`src/hdl/ssr_pkg.sv`:
```
package ssr_pkg;
	// Register byte offsets on the configuration port
	localparam logic [7:0] ADDR_LOSS_STATUS  = 8'h29;
	localparam logic [7:0] ADDR_EVENT_STATUS = 8'h2A;
	localparam logic [7:0] ADDR_BIT_ORDER    = 8'h2E;
	localparam logic [7:0] ADDR_CLK_DELAY    = 8'h30;

	// Field positions
	localparam int CLK_LOSS_BIT   = 5;
	localparam int LANE_LOSS_LSB  = 0;
	localparam int CLK_DETECT_BIT = 3;
	localparam int PLL_LOCK_BIT   = 2;
	localparam int REVERSE_BIT    = 6;
	localparam int DELAY_LSB      = 5;

	// Reset values
	localparam logic       REVERSE_RST = 1'h0;
	localparam logic [2:0] DELAY_RST   = 3'h3;

	// Delay step in picoseconds per code increment
	localparam int DELAY_STEP_PS = 125;

	// Nominal delay figure after reset
	localparam logic [11:0] DELAY_PS_RST =
		12'(32'(DELAY_RST) * DELAY_STEP_PS);

	typedef struct packed {
		logic       wrEn;
		logic       rdEn;
		logic [7:0] addr;
		logic [7:0] wrData;
	} ssr_req_t;

	typedef struct packed {
		logic       clockLossFlag;
		logic [4:0] laneDataLossFlags;
		logic       inputClockDetectFlag;
		logic       pllLocked;
	} ssr_status_t;
endpackage

```
`src/hdl/ssr_status_tuning_regs.sv`:
```
// Functional notes
// - Bit 5 reads 1 when input clock absent
// - Bits 4:0 flag per-lane data loss
// - Event bit 3 shows input clock detected
// - Event bit 2 shows PLL locked
// - Bit-order bit 6 reverses serialization order
// - Delay code bits 7:5, reset 011
// - Each delay code step adds 125 ps
`timescale 1ns/100ps
module ssr_status_tuning_regs
#(
	parameter int LANES = 5
)
(
	input  wire logic               core_clk,   // 100 MHz clock
	input  wire logic               reset_n,    // Async reset, active low
	input  wire ssr_pkg::ssr_req_t  req,        // Register access request
	input  wire ssr_pkg::ssr_status_t status,   // Live status inputs
	output logic [7:0]              rdData,     // Read data, registered
	output logic                    rdValid,    // Read data valid pulse
	output logic                    reverseBitOrder, // Reverse serial order
	output logic [2:0]              inputClockDelayCode, // Delay tap select
	output logic [11:0]             inputClockDelayPs    // Nominal delay
);
	logic       reverse_r;
	logic       reverse_nxt;
	logic [2:0] delay_r;
	logic [2:0] delay_nxt;
	logic [7:0] rdData_r;
	logic [7:0] rdData_nxt;
	logic       rdValid_r;
	logic       rdValid_nxt;
	logic [7:0] lossByte;
	logic [7:0] eventByte;
	logic [11:0] delayPs_r;
	logic [11:0] delayPs_nxt;

	always_comb
	begin
		lossByte = 8'h00;
		lossByte[ssr_pkg::CLK_LOSS_BIT] = status.clockLossFlag;
		lossByte[ssr_pkg::LANE_LOSS_LSB +: LANES] =
			status.laneDataLossFlags[LANES-1:0];
		eventByte = 8'h00;
		eventByte[ssr_pkg::CLK_DETECT_BIT] =
			status.inputClockDetectFlag;
		eventByte[ssr_pkg::PLL_LOCK_BIT] = status.pllLocked;
	end

	always_comb
	begin
		reverse_nxt = reverse_r;
		delay_nxt   = delay_r;
		// Only the writable fields latch; everything else drops
		if (req.wrEn && req.addr == ssr_pkg::ADDR_BIT_ORDER)
			reverse_nxt = req.wrData[ssr_pkg::REVERSE_BIT];
		if (req.wrEn && req.addr == ssr_pkg::ADDR_CLK_DELAY)
			delay_nxt = req.wrData[ssr_pkg::DELAY_LSB +: 3];
		// Figure taken from the next code so it never lags the code
		delayPs_nxt =
			12'(32'(delay_nxt) * ssr_pkg::DELAY_STEP_PS);
		// Status is sampled in the cycle of the read; no snapshot is held
		rdValid_nxt = req.rdEn;
		rdData_nxt  = 8'h00;
		if (req.rdEn)
		begin
			unique case (req.addr)
				ssr_pkg::ADDR_LOSS_STATUS:  rdData_nxt = lossByte;
				ssr_pkg::ADDR_EVENT_STATUS: rdData_nxt = eventByte;
				ssr_pkg::ADDR_BIT_ORDER:
					rdData_nxt[ssr_pkg::REVERSE_BIT] = reverse_r;
				ssr_pkg::ADDR_CLK_DELAY:
					rdData_nxt[ssr_pkg::DELAY_LSB +: 3] = delay_r;
				default:                    rdData_nxt = 8'h00;
			endcase
		end
	end

	// Read data drops to zero between reads, so a host that ignores
	// rdValid cannot take a stale byte for a fresh one
	always_ff @(posedge core_clk or negedge reset_n)
	begin
		if (!reset_n)
		begin
			reverse_r <= ssr_pkg::REVERSE_RST;
			delay_r   <= ssr_pkg::DELAY_RST;
			delayPs_r <= ssr_pkg::DELAY_PS_RST;
			rdData_r  <= 8'h00;
			rdValid_r <= 1'h0;
		end
		else
		begin
			reverse_r <= reverse_nxt;
			delay_r   <= delay_nxt;
			delayPs_r <= delayPs_nxt;
			rdData_r  <= rdData_nxt;
			rdValid_r <= rdValid_nxt;
		end
	end

	// binds the host: reversal is honoured in every mode, so a wrong
	// mode gives wrong output rather than a silent block here.
	assign reverseBitOrder     = reverse_r;
	assign inputClockDelayCode = delay_r;
	assign inputClockDelayPs   = delayPs_r;
	assign rdData  = rdData_r;
	assign rdValid = rdValid_r;

	property p_clkLoss;
		@(posedge core_clk) disable iff (!reset_n)
		(req.rdEn && req.addr == ssr_pkg::ADDR_LOSS_STATUS)
			|=> rdData[5] == $past(status.clockLossFlag);
	endproperty
	a_clkLoss: assert property (p_clkLoss)
		else $error("clock loss bad");

	property p_laneLoss;
		@(posedge core_clk) disable iff (!reset_n)
		(req.rdEn && req.addr == ssr_pkg::ADDR_LOSS_STATUS)
			|=> rdData[4:0] == $past(status.laneDataLossFlags)
				&& rdData[7:6] == 2'h0;
	endproperty
	a_laneLoss: assert property (p_laneLoss)
		else $error("lane loss bad");

	property p_detect;
		@(posedge core_clk) disable iff (!reset_n)
		(req.rdEn && req.addr == ssr_pkg::ADDR_EVENT_STATUS)
			|=> rdData[3] == $past(status.inputClockDetectFlag);
	endproperty
	a_detect: assert property (p_detect)
		else $error("detect bad");

	property p_lock;
		@(posedge core_clk) disable iff (!reset_n)
		(req.rdEn && req.addr == ssr_pkg::ADDR_EVENT_STATUS)
			|=> rdData[2] == $past(status.pllLocked)
				&& rdData[1:0] == 2'h0 && rdData[7:4] == 4'h0;
	endproperty
	a_lock: assert property (p_lock)
		else $error("lock bad");

	property p_reverse;
		@(posedge core_clk) disable iff (!reset_n)
		(req.wrEn && req.addr == ssr_pkg::ADDR_BIT_ORDER)
			|=> reverseBitOrder == $past(req.wrData[6]);
	endproperty
	a_reverse: assert property (p_reverse)
		else $error("reverse bad");

	property p_delay;
		@(posedge core_clk) disable iff (!reset_n)
		(req.wrEn && req.addr == ssr_pkg::ADDR_CLK_DELAY)
			|=> inputClockDelayCode == $past(req.wrData[7:5]);
	endproperty
	a_delay: assert property (p_delay)
		else $error("delay bad");

	property p_delayPs;
		@(posedge core_clk) disable iff (!reset_n)
		inputClockDelayPs == 12'(inputClockDelayCode) * 12'h07D;
	endproperty
	a_delayPs: assert property (p_delayPs)
		else $error("step bad");

	property p_roIgnored;
		@(posedge core_clk) disable iff (!reset_n)
		(req.wrEn && req.addr != ssr_pkg::ADDR_BIT_ORDER
			&& req.addr != ssr_pkg::ADDR_CLK_DELAY)
			|=> $stable(reverseBitOrder) && $stable(inputClockDelayCode);
	endproperty
	a_roIgnored: assert property (p_roIgnored)
		else $error("ro write");

	// Reserved bits of the writable registers must read back as zero
	property p_orderRead;
		@(posedge core_clk) disable iff (!reset_n)
		(req.rdEn && req.addr == ssr_pkg::ADDR_BIT_ORDER)
			|=> rdData == {1'h0, $past(reverseBitOrder), 6'h00};
	endproperty
	a_orderRead: assert property (p_orderRead)
		else $error("bit order read bad");

	property p_delayRead;
		@(posedge core_clk) disable iff (!reset_n)
		(req.rdEn && req.addr == ssr_pkg::ADDR_CLK_DELAY)
			|=> rdData == {$past(inputClockDelayCode), 5'h00};
	endproperty
	a_delayRead: assert property (p_delayRead)
		else $error("delay read bad");

	property p_unmappedRead;
		@(posedge core_clk) disable iff (!reset_n)
		(req.rdEn && req.addr != ssr_pkg::ADDR_LOSS_STATUS
			&& req.addr != ssr_pkg::ADDR_EVENT_STATUS
			&& req.addr != ssr_pkg::ADDR_BIT_ORDER
			&& req.addr != ssr_pkg::ADDR_CLK_DELAY)
			|=> rdData == 8'h00;
	endproperty
	a_unmappedRead: assert property (p_unmappedRead)
		else $error("unmapped read bad");

	// Checked at the first edge after release, before any write lands
	property p_resetValues;
		@(posedge core_clk) disable iff (!reset_n)
		$rose(reset_n) |-> reverseBitOrder == ssr_pkg::REVERSE_RST
			&& inputClockDelayCode == ssr_pkg::DELAY_RST;
	endproperty
	a_resetValues: assert property (p_resetValues)
		else $error("reset value bad");

	// Main scenarios the bench is meant to reach
	c_revWrite: cover property (@(posedge core_clk)
		req.wrEn && req.addr == ssr_pkg::ADDR_BIT_ORDER && req.wrData[6]);
	c_delayMax: cover property (@(posedge core_clk)
		inputClockDelayCode == 3'h7);
	c_lossRead: cover property (@(posedge core_clk)
		rdValid && rdData[5]);
	c_eventRead: cover property (@(posedge core_clk)
		rdValid && rdData[3]);
	c_delayMin: cover property (@(posedge core_clk)
		inputClockDelayCode == 3'h0);
endmodule

```
`config.mk`:
```
export PLATFORM = sky130hd
export DESIGN_NAME = ssr_status_tuning_regs
export DESIGN_NICKNAME = d
export VERILOG_FILES = /design/src/hdl/ssr_pkg.sv /design/src/hdl/ssr_status_tuning_regs.sv
export SDC_FILE = /design/constraint.sdc
export NUM_CORES = 1
export LEC_CHECK = 0
export ABC_AREA = 1
export BUFFER_PORTS_ARGS = -buffer_cell sky130_fd_sc_hd__buf_2
export CAP_MARGIN = 20
export CORE_AREA = 5 5 55 57
export CTS_CLUSTER_DIAMETER = 40
export DETAILED_ROUTE_END_ITERATION = 8
export DIE_AREA = 0 0 60 62
export PLACE_DENSITY_LB_ADDON = 0.25
export SLEW_MARGIN = 20
export SYNTH_ARGS = -nofsm -noshare
export SYNTH_HDL_FRONTEND = slang
export SYNTH_SLANG_ARGS = --single-unit
```
`constraint.sdc`:
```
create_clock -name core_clk -period 4.47 [get_ports core_clk]
set_input_delay 0.2235 -clock core_clk [delete_from_list [all_inputs] [get_ports core_clk]]
set_output_delay 0.2235 -clock core_clk [all_outputs]
set_load 0.005 [all_outputs]
```
==> results of run 1 <==
## sequential cells by signal (all words and copies together) (netlist names)
signal	cells
reverseBitOrder	1
inputClockDelayPs	8
rdValid	1
rdData	8
inputClockDelayCode	3
## layout make-up
type,instances,share of cell area [%]
flip-flops and latches,21,36.59
well taps,30,2.571
multi-input cells,83,37.19
inverters,22,5.656
repair buffers,46,16.11
clock inverters,1,0.3428
clock buffers,3,1.542
## synth_stat cells
| cell type | count | share of area (%) |
|---|---|---|
| sky130_fd_sc_hd__nand2_1 | 25 | 7.9 |
| sky130_fd_sc_hd__inv_1 | 22 | 7.0 |
| sky130_fd_sc_hd__dfrtp_1 | 14 | 30 |
| sky130_fd_sc_hd__nand3_1 | 10 | 4.2 |
| sky130_fd_sc_hd__ha_1 | 9 | 9.5 |
| sky130_fd_sc_hd__nor2_1 | 8 | 2.5 |
| sky130_fd_sc_hd__dfstp_2 | 7 | 16 |
| sky130_fd_sc_hd__o21ai_0 | 5 | 2.1 |
| sky130_fd_sc_hd__buf_4 | 4 | 2.5 |
| sky130_fd_sc_hd__nand3_2 | 4 | 3.4 |
| sky130_fd_sc_hd__nand2_2 | 3 | 1.6 |
| sky130_fd_sc_hd__a21oi_1 | 2 | 0.84 |
| sky130_fd_sc_hd__fa_1 | 2 | 3.4 |
| sky130_fd_sc_hd__nor2_2 | 2 | 1.1 |
| sky130_fd_sc_hd__nor2_4 | 2 | 1.9 |
| sky130_fd_sc_hd__a21o_1 | 1 | 0.63 |
| sky130_fd_sc_hd__conb_1 | 1 | 0.32 |
| sky130_fd_sc_hd__mux2_4 | 1 | 1.3 |
| sky130_fd_sc_hd__nand4_1 | 1 | 0.53 |
| sky130_fd_sc_hd__nor3_1 | 1 | 0.42 |
| sky130_fd_sc_hd__nor4_1 | 1 | 0.53 |
| sky130_fd_sc_hd__or2_2 | 1 | 0.53 |
| sky130_fd_sc_hd__xnor2_1 | 1 | 0.74 |
| sky130_fd_sc_hd__xor2_1 | 1 | 0.74 |
| sky130_fd_sc_hd__xor2_2 | 1 | 1.4 |
## layer usage
layer	wire length [microns]	vias up
met3	185	2
met1	1017	427
met5	0	-
met2	1203	31
met4	19	0
li1	-	487
## worst register-to-register path: cells and delay by family (launching register included)
kind / cells / cell delay, ns
compound gates: 1 / 0.54
xor+xnor: 1 / 0.28
flops: 1 / 0.57
fa+ha+maj: 3 / 1.25
buf+inv: 4 / 0.35
## logic make-up (layout without fill, tap and decap cells)
family | after synthesis | after routing
compound gates | 8 | 8
xor+xnor | 3 | 3
fa+ha+maj | 11 | 11
buf+inv | 26 | 72
flops | 21 | 21
mux | 1 | 1
other cells | 1 | 2
simple gates | 58 | 58
## per-stage QoR
step | total power, mW | hold slack [ns] | cells
finish | 0.4658 | 0.1033 | 206
global route | 0.5027 | 0.08279 | 206
global placement | 0.3764 | 0.1962 | 201
CTS | 0.4755 | 0.09211 | 206
floorplan | 0.3254 | -0.07209 | 130
detailed placement | 0.3823 | 0.1960 | 201
## worst max-delay path by stage
stage | from | to | cells after the start
after floorplan | inputClockDelayCode[1]$_DFF_PN1_ | inputClockDelayPs[5]$_DFF_PN1_ | 9
after global placement | req[11] | inputClockDelayPs[5]$_DFF_PN1_ | 14
after detailed placement | req[11] | inputClockDelayPs[5]$_DFF_PN1_ | 14
after CTS | inputClockDelayCode[1]$_DFF_PN1_ | inputClockDelayPs[5]$_DFF_PN1_ | 9
after global routing | inputClockDelayCode[1]$_DFF_PN1_ | inputClockDelayPs[5]$_DFF_PN1_ | 9
final | inputClockDelayCode[1]$_DFF_PN1_ | inputClockDelayPs[5]$_DFF_PN1_ | 9
## power by group
group          switching [mW]  leakage, nW  internal (mW)
Sequential            0.00668        0.250          0.228
Clock                  0.0569       0.0177         0.0333
Combinational          0.0783        0.564         0.0623
## what timing repair did
item | 4_1_cts | 5_1_grt
endpoints found under the hold margin | 14 | 0
buffers inserted | 0 | 0
hold buffers | 1 | 0
==> implementation parameters, run 1 <==
Parameter                              Value

Status
  Run status    finished, final reports clean

Setup path
  Most prevalent standard cell on the critical path    sky130_fd_sc_hd__inv_1
  Kind of capture point of the worst setup path    register
  Depth of the worst register-to-register path    9
  Crit path DAT    around 3.3 ns
  Top cell family by delay on the critical path    adder cells
  RR Startpoint    inputClockDelayCode[1]$_DFF_PN1_
  Highest net fanout along the worst path    5
  Peak per-stage delay on the critical path    approximately 0.57 ns
  Setup slack, reg-to-reg    about 1.4 ns
  Data required time of the critical path    ~4.7 ns
  Sum of buffers and inverters on the critical path    4
  Startpoint kind of the worst setup timing path    register
  Path type of the worst setup path    register to register
  Crit-path slowest cell    sky130_fd_sc_hd__dfstp_2
  Reg-to-Reg End    inputClockDelayPs[5]$_DFF_PN1_
  Series of cell instances along the critical path    inv_1 -> o21ai_0 -> ha_1 -> xnor2_1 -> inv_1 -> fa_1 -> inv_1 -> fa_1 -> inv_1

Detailed routing
  Length of the first detailed-routing pass in iterations    4
  Count of nets left with antenna violations after detail routing    0
  Count of vias placed by the detailed router    around 950
  Starting DRC count in detailed routing    19
  Post-Route WL    about 2400 microns
  Remaining routing DRC violations    0
  Via density    ~4.6
  Detail-routed net length per standard cell    around 12 microns

Logic synthesis
  Share of cell area taken by muxes after synthesis    around 1.3%
  Share of synthesized cell area in and, or, nand and nor gates    about a quarter
  Total standard cell area after synthesis    between 1000 and 1500 sq um
  Number of flip-flops and latches in the synthesized netlist    21
  Complex-gate fraction of the synthesized area    3.586%
  Sequential share of the synthesized area    a little under half
  Count of yosys warnings during synthesis    0
  Synthesized-area fraction occupied by adder cells    12.87%
  Number of distinct library cells after synthesis    25
  Post-Synthesis Cells    129
  Post-synthesis xor/xnor area fraction    2.848%
  Avg Cell Area, Syn    slightly above 9 sq um
  Main combinational cell family by area after synthesis    simple AND/OR/NAND/NOR gates

Finish
  Area growth syn-to-layout    23.10%
  Area of all sequential standard cells    534.3 sq um
  # fillers    228
  Fraction of final layout cells with drive strength greater than 1    around two fifths
  Diodes inserted    0
  Post-route cell area    1460 sq um
  Commonest non-fill, non-tap cells in the layout    sky130_fd_sc_hd__buf_2, sky130_fd_sc_hd__nand2_1, sky130_fd_sc_hd__inv_1, sky130_fd_sc_hd__dfrtp_1, sky130_fd_sc_hd__nand3_1
  Total Nets Final    about 220
  Commonest non-fill, non-tap cell in the layout    sky130_fd_sc_hd__buf_2
  Core utilization of the finished layout    between 60% and 70%
  Multi-input combinational cell area    approximately 540 sq um

STA
  Worst Setup Slack, final    approximately 1.4 ns
  Period minus WS final    about 3.0 ns
  Final worst clock skew    around 0.0011 ns
  Fin. max-slew vios    0
  Number of failing hold endpoints at the final stage    0
  Total negative setup slack    0 ns
  Fmax    roughly 0.33 GHz
  Max transition margin    between 50% and 60%
  Final setup vio count    0
  Fraction of the cycle the final worst path needs    about two thirds
  Actual transition at the worst max-transition pin    about 0.66 ns
  Unrepaired setup endpoints after global routing    false

Clock tree
  Root Buffer Master    sky130_fd_sc_hd__clkbuf_4
  CTS buffer count    3
  Maximum count of clock buffers along a single path    2
  Sink count of the clock tree    21
  Register clock-pin slew on the reported worst setup and hold paths    about 0.11 ns
  TritonCTS clock tree    yes
  Clk_lat worst skew    around 0.30 ns
  Number of gates resized after cts    0
  Maximum level of the CTS H-tree    1

Place
  Weighted congestion reported at the end of routability-driven placement    roughly 0.77
  Number of port buffers    between 40 and 50
  Standard cell area after detailed placement    1423 sq um
  Hpwl dp    slightly above 2000 microns
  Post-placement worst setup slack    ~1.3 ns

Global routing
  Number of global-route vias before repair    approximately 950
  Total global routing track utilization    14.09%
  Wire length of the first global-routing pass    between 3000 and 4000 microns
  Remaining global-route overflow    0
  Met2 routing resource usage after global routing    25.15%
  Met1 track demand over resource in global routing    16.93%
  Routing layer with the top usage in global route    met2
  Number of antenna violations at the first check in global routing    0
  Global-route track usage on met3    around 2.9%
  Pin count of the biggest net entering global routing    22

Floorplan
  Die X-Extent    about 60 microns
  Floorplan die area    about 3700 sq um
  Num rows    18
  Height of the die    62 microns
  I/O pins    between 50 and 60
  Standard cell core area    around 2400 sq um
  Initial core utilization    48.77%

Power
  Power density over the cells    between 300 and 400 nW/um^2
  Leakage power summed over all cells    between 0.8 and 0.9 nW
  VDD IR max    between 0.15 and 0.2 mV

Worst hold path
  Classification of the worst-slack hold path    input pin to register
  Count of cells along the worst hold path    1
  Hold Startpoint    req[16]
  Endpoint of the worst hold-timing path    rdValid$_DFF_PN0_

Job
  Count of maximum capacitance violations    0
Power figures use the tool's default switching activity.
==> run 2, diff against run 1 <==
--- a/config.mk
+++ b/config.mk
@@ -8,10 +8,10 @@
 export ABC_AREA = 1
 export BUFFER_PORTS_ARGS = -buffer_cell sky130_fd_sc_hd__buf_2
 export CAP_MARGIN = 20
-export CORE_AREA = 5 5 55 57
+export CORE_AREA = 5 5 57 59
 export CTS_CLUSTER_DIAMETER = 40
 export DETAILED_ROUTE_END_ITERATION = 8
-export DIE_AREA = 0 0 60 62
+export DIE_AREA = 0 0 62 64
 export PLACE_DENSITY_LB_ADDON = 0.25
 export SLEW_MARGIN = 20
 export SYNTH_ARGS = -nofsm -noshare
==> constraint.sdc (replaced) <==
create_clock -name core_clk -period 2.84 [get_ports core_clk]
set_input_delay 0.142 -clock core_clk [delete_from_list [all_inputs] [get_ports core_clk]]
set_output_delay 0.142 -clock core_clk [all_outputs]
set_load 0.005 [all_outputs]
==> run 2 against run 1 <==
Largest power group unchanged. Combinational power is 60% higher. Flip-flop and latch count unchanged. First-iteration DRC count shrank 21%. Wire length shrank 2.4%. Critical endpoint unchanged. Clock skew grew 0.0011 ns. Critical path type unchanged. Power up 58%. Fmax is 16% higher.
==> implementation parameters, run 2 (synthesis results as in run 1) <==
Parameter                              Value

Finish
  # fillers    between 200 and 300
  Post-route cell area    roughly 1500 sq um
  Diodes inserted    0
  Commonest non-fill, non-tap cell in the layout    sky130_fd_sc_hd__buf_2
  Core utilization of the finished layout    between 50 and 60%
  Total Nets Final    approximately 220
  Area growth syn-to-layout    24.05%
  Fraction of final layout cells with drive strength greater than 1    about 40%
  Commonest non-fill, non-tap cells in the layout    sky130_fd_sc_hd__buf_2, sky130_fd_sc_hd__nand2_1, sky130_fd_sc_hd__inv_1, sky130_fd_sc_hd__dfrtp_1, sky130_fd_sc_hd__nand3_1

Clock tree
  Root Buffer Master    sky130_fd_sc_hd__clkbuf_4
  Maximum level of the CTS H-tree    1
  Register clock-pin slew on the reported worst setup and hold paths    0.11 ns
  Sink count of the clock tree    21
  TritonCTS clock tree    yes
  CTS buffer count    3
  Maximum count of clock buffers along a single path    2
  Clk_lat worst skew    0.29 ns
  Post-CTS setup buffers    0

Place
  Standard cell area after detailed placement    approximately 1400 sq um
  Hpwl dp    1970 microns
  Number of port buffers    45
  Weighted congestion reported at the end of routability-driven placement    slightly below 0.8

Detailed routing
  Length of the first detailed-routing pass in iterations    3
  Count of nets left with antenna violations after detail routing    0
  Via density    between 4 and 5
  Detail-routed net length per standard cell    approximately 11 microns
  Count of vias placed by the detailed router    948
  Post-Route WL    roughly 2400 microns
  Remaining routing DRC violations    0
  Starting DRC count in detailed routing    15

Power
  Leakage power summed over all cells    0.8347 nW
  Total power after layout    about 0.74 mW
  VDD IR max    roughly 0.37 mV
  Power density over the cells    between 400 and 500 nW/um^2

STA
  Unrepaired setup endpoints after global routing    false
  Fin. max-slew vios    0
  Total negative setup slack    0 ns
  Fraction of the cycle the final worst path needs    approximately nine tenths
  Final worst clock skew    0.002160 ns
  Fmax    between 0.3 and 0.4 GHz
  Final setup vio count    0
  Number of failing hold endpoints at the final stage    0
  Period minus WS final    ~2.6 ns

Setup path
  Data required time of the critical path    between 3 and 4 ns
  Startpoint kind of the worst setup timing path    register
  Sum of buffers and inverters on the critical path    4
  Peak per-stage delay on the critical path    between 0.5 and 0.6 ns
  Beginning of the critical path    inputClockDelayCode[1]$_DFF_PN1_
  Series of cell instances along the critical path    inv_1 -> o21ai_2 -> ha_1 -> xnor2_1 -> inv_1 -> fa_1 -> inv_1 -> fa_1 -> inv_1
  Most prevalent standard cell on the critical path    sky130_fd_sc_hd__inv_1
  Path type of the worst setup path    register to register
  RR Startpoint    inputClockDelayCode[1]$_DFF_PN1_
  Crit path DAT    2.86 ns
  Top cell family by delay on the critical path    adder cells
  Kind of capture point of the worst setup path    register
  Highest net fanout along the worst path    5
  Crit-path slowest cell    sky130_fd_sc_hd__dfstp_2

Floorplan
  I/O pins    53
  Standard cell core area    between 2000 and 3000 sq um
  Die X-Extent    62 microns
  Height of the die    ~64 microns
  Num rows    19
  Initial core utilization    roughly 45%
  Floorplan die area    3968 sq um

Job
  Count of maximum capacitance violations    0

Global routing
  Number of antenna violations at the first check in global routing    0
  Remaining global-route overflow    0
  Total global routing track utilization    between 10% and 20%
  Pin count of the biggest net entering global routing    22
  Number of global-route vias before repair    1000
  Wire length of the first global-routing pass    ~4000 microns

Worst hold path
  Classification of the worst-slack hold path    input pin to register
  Hold Startpoint    req[16]

Status
  Run status    finished, final reports clean
[run 2: cell types whose count changed in the layout (fill, tap and decap cells not counted), sizes merged]
cell    previous run  this run
clkinv             1         0
buf               45        46
clkbuf             3         4
[run 2: per-stage QoR]
stage	cells	setup WS (ns)	hold WS [ns]
floorplan	130	0.1434	-0.1536
global placement	203	-0.02939	0.1106
CTS	208	0.06380	0.01135
global route	208	0.005131	0.003736
finish	208	0.2272	0.02194
detailed placement	203	-0.08082	0.1246
[run 2: power breakdown]
group / total [mW] / internal [mW] / leakage [nW] / switching [mW]
Sequential: 0.370 / 0.359 / 0.250 / 0.0106
Combinational: 0.226 / 0.102 / 0.570 / 0.124
Clock: 0.139 / 0.0546 / 0.0150 / 0.0843
[run 2: routing by layer]
metal  wire length [microns]  vias up  share of wire (%)  global-route usage [%]
met1                     996      423                 42                   16.50
met2                    1138       29                 48                   21.37
met3                     190        4                8.0                   2.817
met5                       0        -                  0                       0
li1                        -      492                  -                       -
met4                      41        0                1.7                   7.692
[run 2: worst paths after layout]
kind / endpoint / slack [ns] / cells after the start
worst max-delay path: inputClockDelayPs[5]$_DFF_PN1_ / 0.23 / 9
worst min-delay path: rdValid$_DFF_PN0_ / 0.02 / 1
worst max register to register: inputClockDelayPs[5]$_DFF_PN1_ / 0.23 / 9
worst min register to register: rdData[6]$_DFF_PN0_ / 0.55 / 2
max in group asynchronous: inputClockDelayCode[1]$_DFF_PN1_ / 2.18 / 2
min in group asynchronous: rdData[3]$_DFF_PN0_ / 0.32 / 2
[run 2: final cells by class]
class                   instances  area (sq um)  share of cell area [%]
multi-input cells              83         546.8                   37.16
well taps                      31         38.79                   2.636
repair buffers                 47         242.7                   16.50
clock buffers                   4         26.28                   1.786
inverters                      22         82.58                   5.612
flip-flops and latches         21         534.3                   36.31
[run 2: repair_timing]
| item | CTS | global route |
|---|---|---|
| endpoints found under the setup margin | 5 | 3 |
| hold buffers | 1 | 0 |
| resized for setup | 1 | 1 |
| endpoints found under the hold margin | 14 | 0 |
| pin swaps | 0 | 0 |
==> run 3, diff against run 2 <==
--- a/config.mk
+++ b/config.mk
@@ -5,7 +5,7 @@
 export SDC_FILE = /design/constraint.sdc
 export NUM_CORES = 1
 export LEC_CHECK = 0
-export ABC_AREA = 1
+export ABC_AREA = 0
 export BUFFER_PORTS_ARGS = -buffer_cell sky130_fd_sc_hd__buf_2
 export CAP_MARGIN = 20
 export CORE_AREA = 5 5 57 59
==> run 3 against run 2 <==
Sequential power down 12%. Critical path depth up 4. Synthesized cell count down 22%. Register-to-register slack better by 0.02 ns. Area after synthesis down 0.95%. Final area up 8.2%. Fmax down 0.78%. Clock skew about the same. Largest cell class unchanged. Largest power group unchanged.
==> implementation parameters, run 3 <==
Parameter                              Value

Status
  Run status    finished, final reports clean

STA
  Fin. max-slew vios    0
  Worst Setup Slack, final    between 0.2 and 0.25 ns
  Number of failing hold endpoints at the final stage    0
  Fmax    roughly 0.38 GHz
  Fraction of the cycle the final worst path needs    between 90 and 100%
  Worst hold slack    approximately 0.053 ns
  Period minus WS final    ~2.6 ns
  Final worst clock skew    around 0.0019 ns
  Unrepaired setup endpoints after global routing    false
  Final setup vio count    0

Finish
  Diodes inserted    0
  Commonest non-fill, non-tap cell in the layout    sky130_fd_sc_hd__buf_2
  Area growth syn-to-layout    35.46%
  Total Nets Final    slightly above 200
  Commonest non-fill, non-tap cells in the layout    sky130_fd_sc_hd__buf_2, sky130_fd_sc_hd__buf_4, sky130_fd_sc_hd__dfrtp_1, sky130_fd_sc_hd__ha_1, sky130_fd_sc_hd__dfstp_2
  Fraction of final layout cells with drive strength greater than 1    about half
  Number of cells in the finished layout apart from fillers    about 200

Floorplan
  Standard cell core area    2663 sq um
  Num rows    19
  I/O pins    53
  Height of the die    64 microns
  Floorplan die area    3968 sq um
  Initial core utilization    44.13%
  Die X-Extent    62 microns

Global routing
  Pin count of the biggest net entering global routing    22
  Remaining global-route overflow    0
  Met1 track demand over resource in global routing    ~16%
  Total global routing track utilization    13.85%
  Wire length of the first global-routing pass    roughly 4200 microns
  Met2 routing resource usage after global routing    24.48%
  Global-route track usage on met3    2.414%
  Routing layer with the top usage in global route    met2
  Number of antenna violations at the first check in global routing    0
  Number of global-route vias before repair    990

Power
  Power density over the cells    around 370 nW/um^2
  VDD IR max    between 0.3 and 0.4 mV
  Leakage power summed over all cells    between 0.8 and 0.9 nW

Logic synthesis
  Synthesized-area fraction occupied by adder cells    12.99%
  Count of yosys warnings during synthesis    0
  Total standard cell area after synthesis    ~1200 sq um
  Main combinational cell family by area after synthesis    simple AND/OR/NAND/NOR gates
  Post-synth EDFFs    0
  Async SR Flop Fraction    100.0%
  Post-Synthesis Cells    between 100 and 150
  Sequential share of the synthesized area    between 40% and 50%
  Most instantiated cells after synthesis    sky130_fd_sc_hd__dfrtp_1, sky130_fd_sc_hd__ha_1, sky130_fd_sc_hd__dfstp_2
  Top post-synthesis cells by area    sky130_fd_sc_hd__dfrtp_1, sky130_fd_sc_hd__dfstp_2, sky130_fd_sc_hd__ha_1
  Flip-flop cell with the highest count after synthesis    sky130_fd_sc_hd__dfrtp_1
  Share of synthesized cell area in and, or, nand and nor gates    17.78%
  Post-synthesis cell type with the largest combined area    sky130_fd_sc_hd__dfrtp_1
  Number of flip-flops and latches in the synthesized netlist    21
  Post-synthesis xor/xnor area fraction    1.491%
  Post-synth top area share    29.82%
  Cell with the most instances after synthesis    sky130_fd_sc_hd__dfrtp_1
  Complex-gate fraction of the synthesized area    under 10%
  Share of cell area taken by muxes after synthesis    8.413%
  Avg Cell Area, Syn    ~12 sq um
  Number of distinct library cells after synthesis    36

Setup path
  Data required time of the critical path    3.03 ns
  Startpoint kind of the worst setup timing path    input pin
  Crit path DAT    about 2.8 ns
  Kind of capture point of the worst setup path    register
  Highest net fanout along the worst path    5
  Path type of the worst setup path    input pin to register

Place
  Hpwl dp    about 2100 microns
  Inst Count DP    approximately 190
  Number of port buffers    45
  Post-placement worst setup slack    -0.1065 ns
  Weighted congestion reported at the end of routability-driven placement    0.7105

Job
  Count of maximum capacitance violations    0

Detailed routing
  Remaining routing DRC violations    0
  Detail-routed net length per standard cell    12.88 microns
  Post-Route WL    roughly 2500 microns
  Starting DRC count in detailed routing    29
  Length of the first detailed-routing pass in iterations    4
  Count of nets left with antenna violations after detail routing    0
  Count of vias placed by the detailed router    950
  Via density    between 4 and 5

Clock tree
  Maximum level of the CTS H-tree    1
  TritonCTS clock tree    yes
  CTS buffer count    3
  Register clock-pin slew on the reported worst setup and hold paths    0.11 ns
  Clk_lat worst skew    0.29 ns
  Maximum count of clock buffers along a single path    2
  Root Buffer Master    sky130_fd_sc_hd__clkbuf_4
  Number of gates resized after cts    0
  Sink count of the clock tree    21

Worst hold path
  Classification of the worst-slack hold path    input pin to register
[run 3: cell types whose count changed in the layout (fill, tap and decap cells not counted), sizes merged, moves of 3 or more]
cell / delta
nand3: -9
nor2: -9
mux2: +4
mux2i: +3
and2: +4
nor2b: +4
buf: +14
nand2: -22
inv: -14
[run 3: critical path, cell delays in order]
cell and delay [ns]:
sky130_fd_sc_hd__buf_2 0.12, sky130_fd_sc_hd__nor4_4 0.34, sky130_fd_sc_hd__nand4_4 0.15, sky130_fd_sc_hd__mux2_2 0.35, sky130_fd_sc_hd__ha_4 0.30, sky130_fd_sc_hd__xnor2_2 0.12, sky130_fd_sc_hd__inv_1 0.12, sky130_fd_sc_hd__fa_1 0.45
sky130_fd_sc_hd__a21o_1 0.21, sky130_fd_sc_hd__nand2_1 0.08, sky130_fd_sc_hd__or2_2 0.10, sky130_fd_sc_hd__mux2i_1 0.05, sky130_fd_sc_hd__a221o_1 0.29
[run 3: report_power, final]
group	switching, mW	internal [mW]	total [mW]
clock network	0.0846	0.0546	0.139
logic	0.0584	0.0610	0.119
registers	0.00587	0.321	0.327
[run 3: what timing repair did]
action | in CTS | in global routing
hold buffers | 2 | 0
endpoints found under the hold margin | 15 | 0
setup endpoints to repair | 0 | 1
setup buffers | 0 | 1
[run 3: layout make-up]
| cell class | count | area, sq um |
|---|---|---|
| well taps | 31 | 38.79 |
| multi-input cells | 69 | 604.3 |
| inverters | 8 | 30.03 |
| fillers | 239 | 1071 |
| clock buffers | 4 | 26.28 |
| repair buffers | 62 | 357.8 |
| flip-flops and latches | 21 | 534.3 |
[run 3: cells by family (layout without fill, tap and decap cells)]
family                   after synthesis  after routing
XOR/XNOR                               2              2
AO/OA/AOI/OAI                         14             14
multiplexers                           8              8
buffers and inverters                 12             74
flip-flops                            21             21
AND/OR/NAND/NOR                       32             32
other                                  1              2
adder cells (fa/ha/maj)               11             11
[run 3: routing by layer]
layer  vias to the layer above  routed length (microns)
li1                        473                        -
met1                       449                      945
met2                        26                     1355
met3                         2                      197
met4                         0                       13
met5                         -                        0
[run 3: stage by stage]
step | TNS [ns] | utilization [%] | cell area [sq um] | power [mW]
global route | 0 | 59.77 | 1592 | 0.6248
finish | 0 | 59.77 | 1592 | 0.5858
detailed placement | -0.1886 | 57.75 | 1538 | 0.4520
global placement | -0.1080 | 57.75 | 1538 | 0.4486
CTS | 0 | 59.49 | 1584 | 0.5970
floorplan | 0 | - | 1199 | 0.3870
[run 3: final timing paths]
kind | startpoint | to | slack (ns) | depth (start not counted)
max | req[11] | inputClockDelayPs[9]$_DFF_PN0_ | 0.21 | 13
min | status[6] | rdData[4]$_DFF_PN0_ | 0.05 | 2
max reg2reg | inputClockDelayCode[1]$_DFF_PN1_ | inputClockDelayPs[9]$_DFF_PN0_ | 0.25 | 10
min reg2reg | inputClockDelayCode[1]$_DFF_PN1_ | rdData[6]$_DFF_PN0_ | 0.55 | 2
max in group asynchronous | reset_n | inputClockDelayPs[2]$_DFF_PN1_ | 2.17 | 2
min in group asynchronous | reset_n | rdData[5]$_DFF_PN0_ | 0.32 | 2
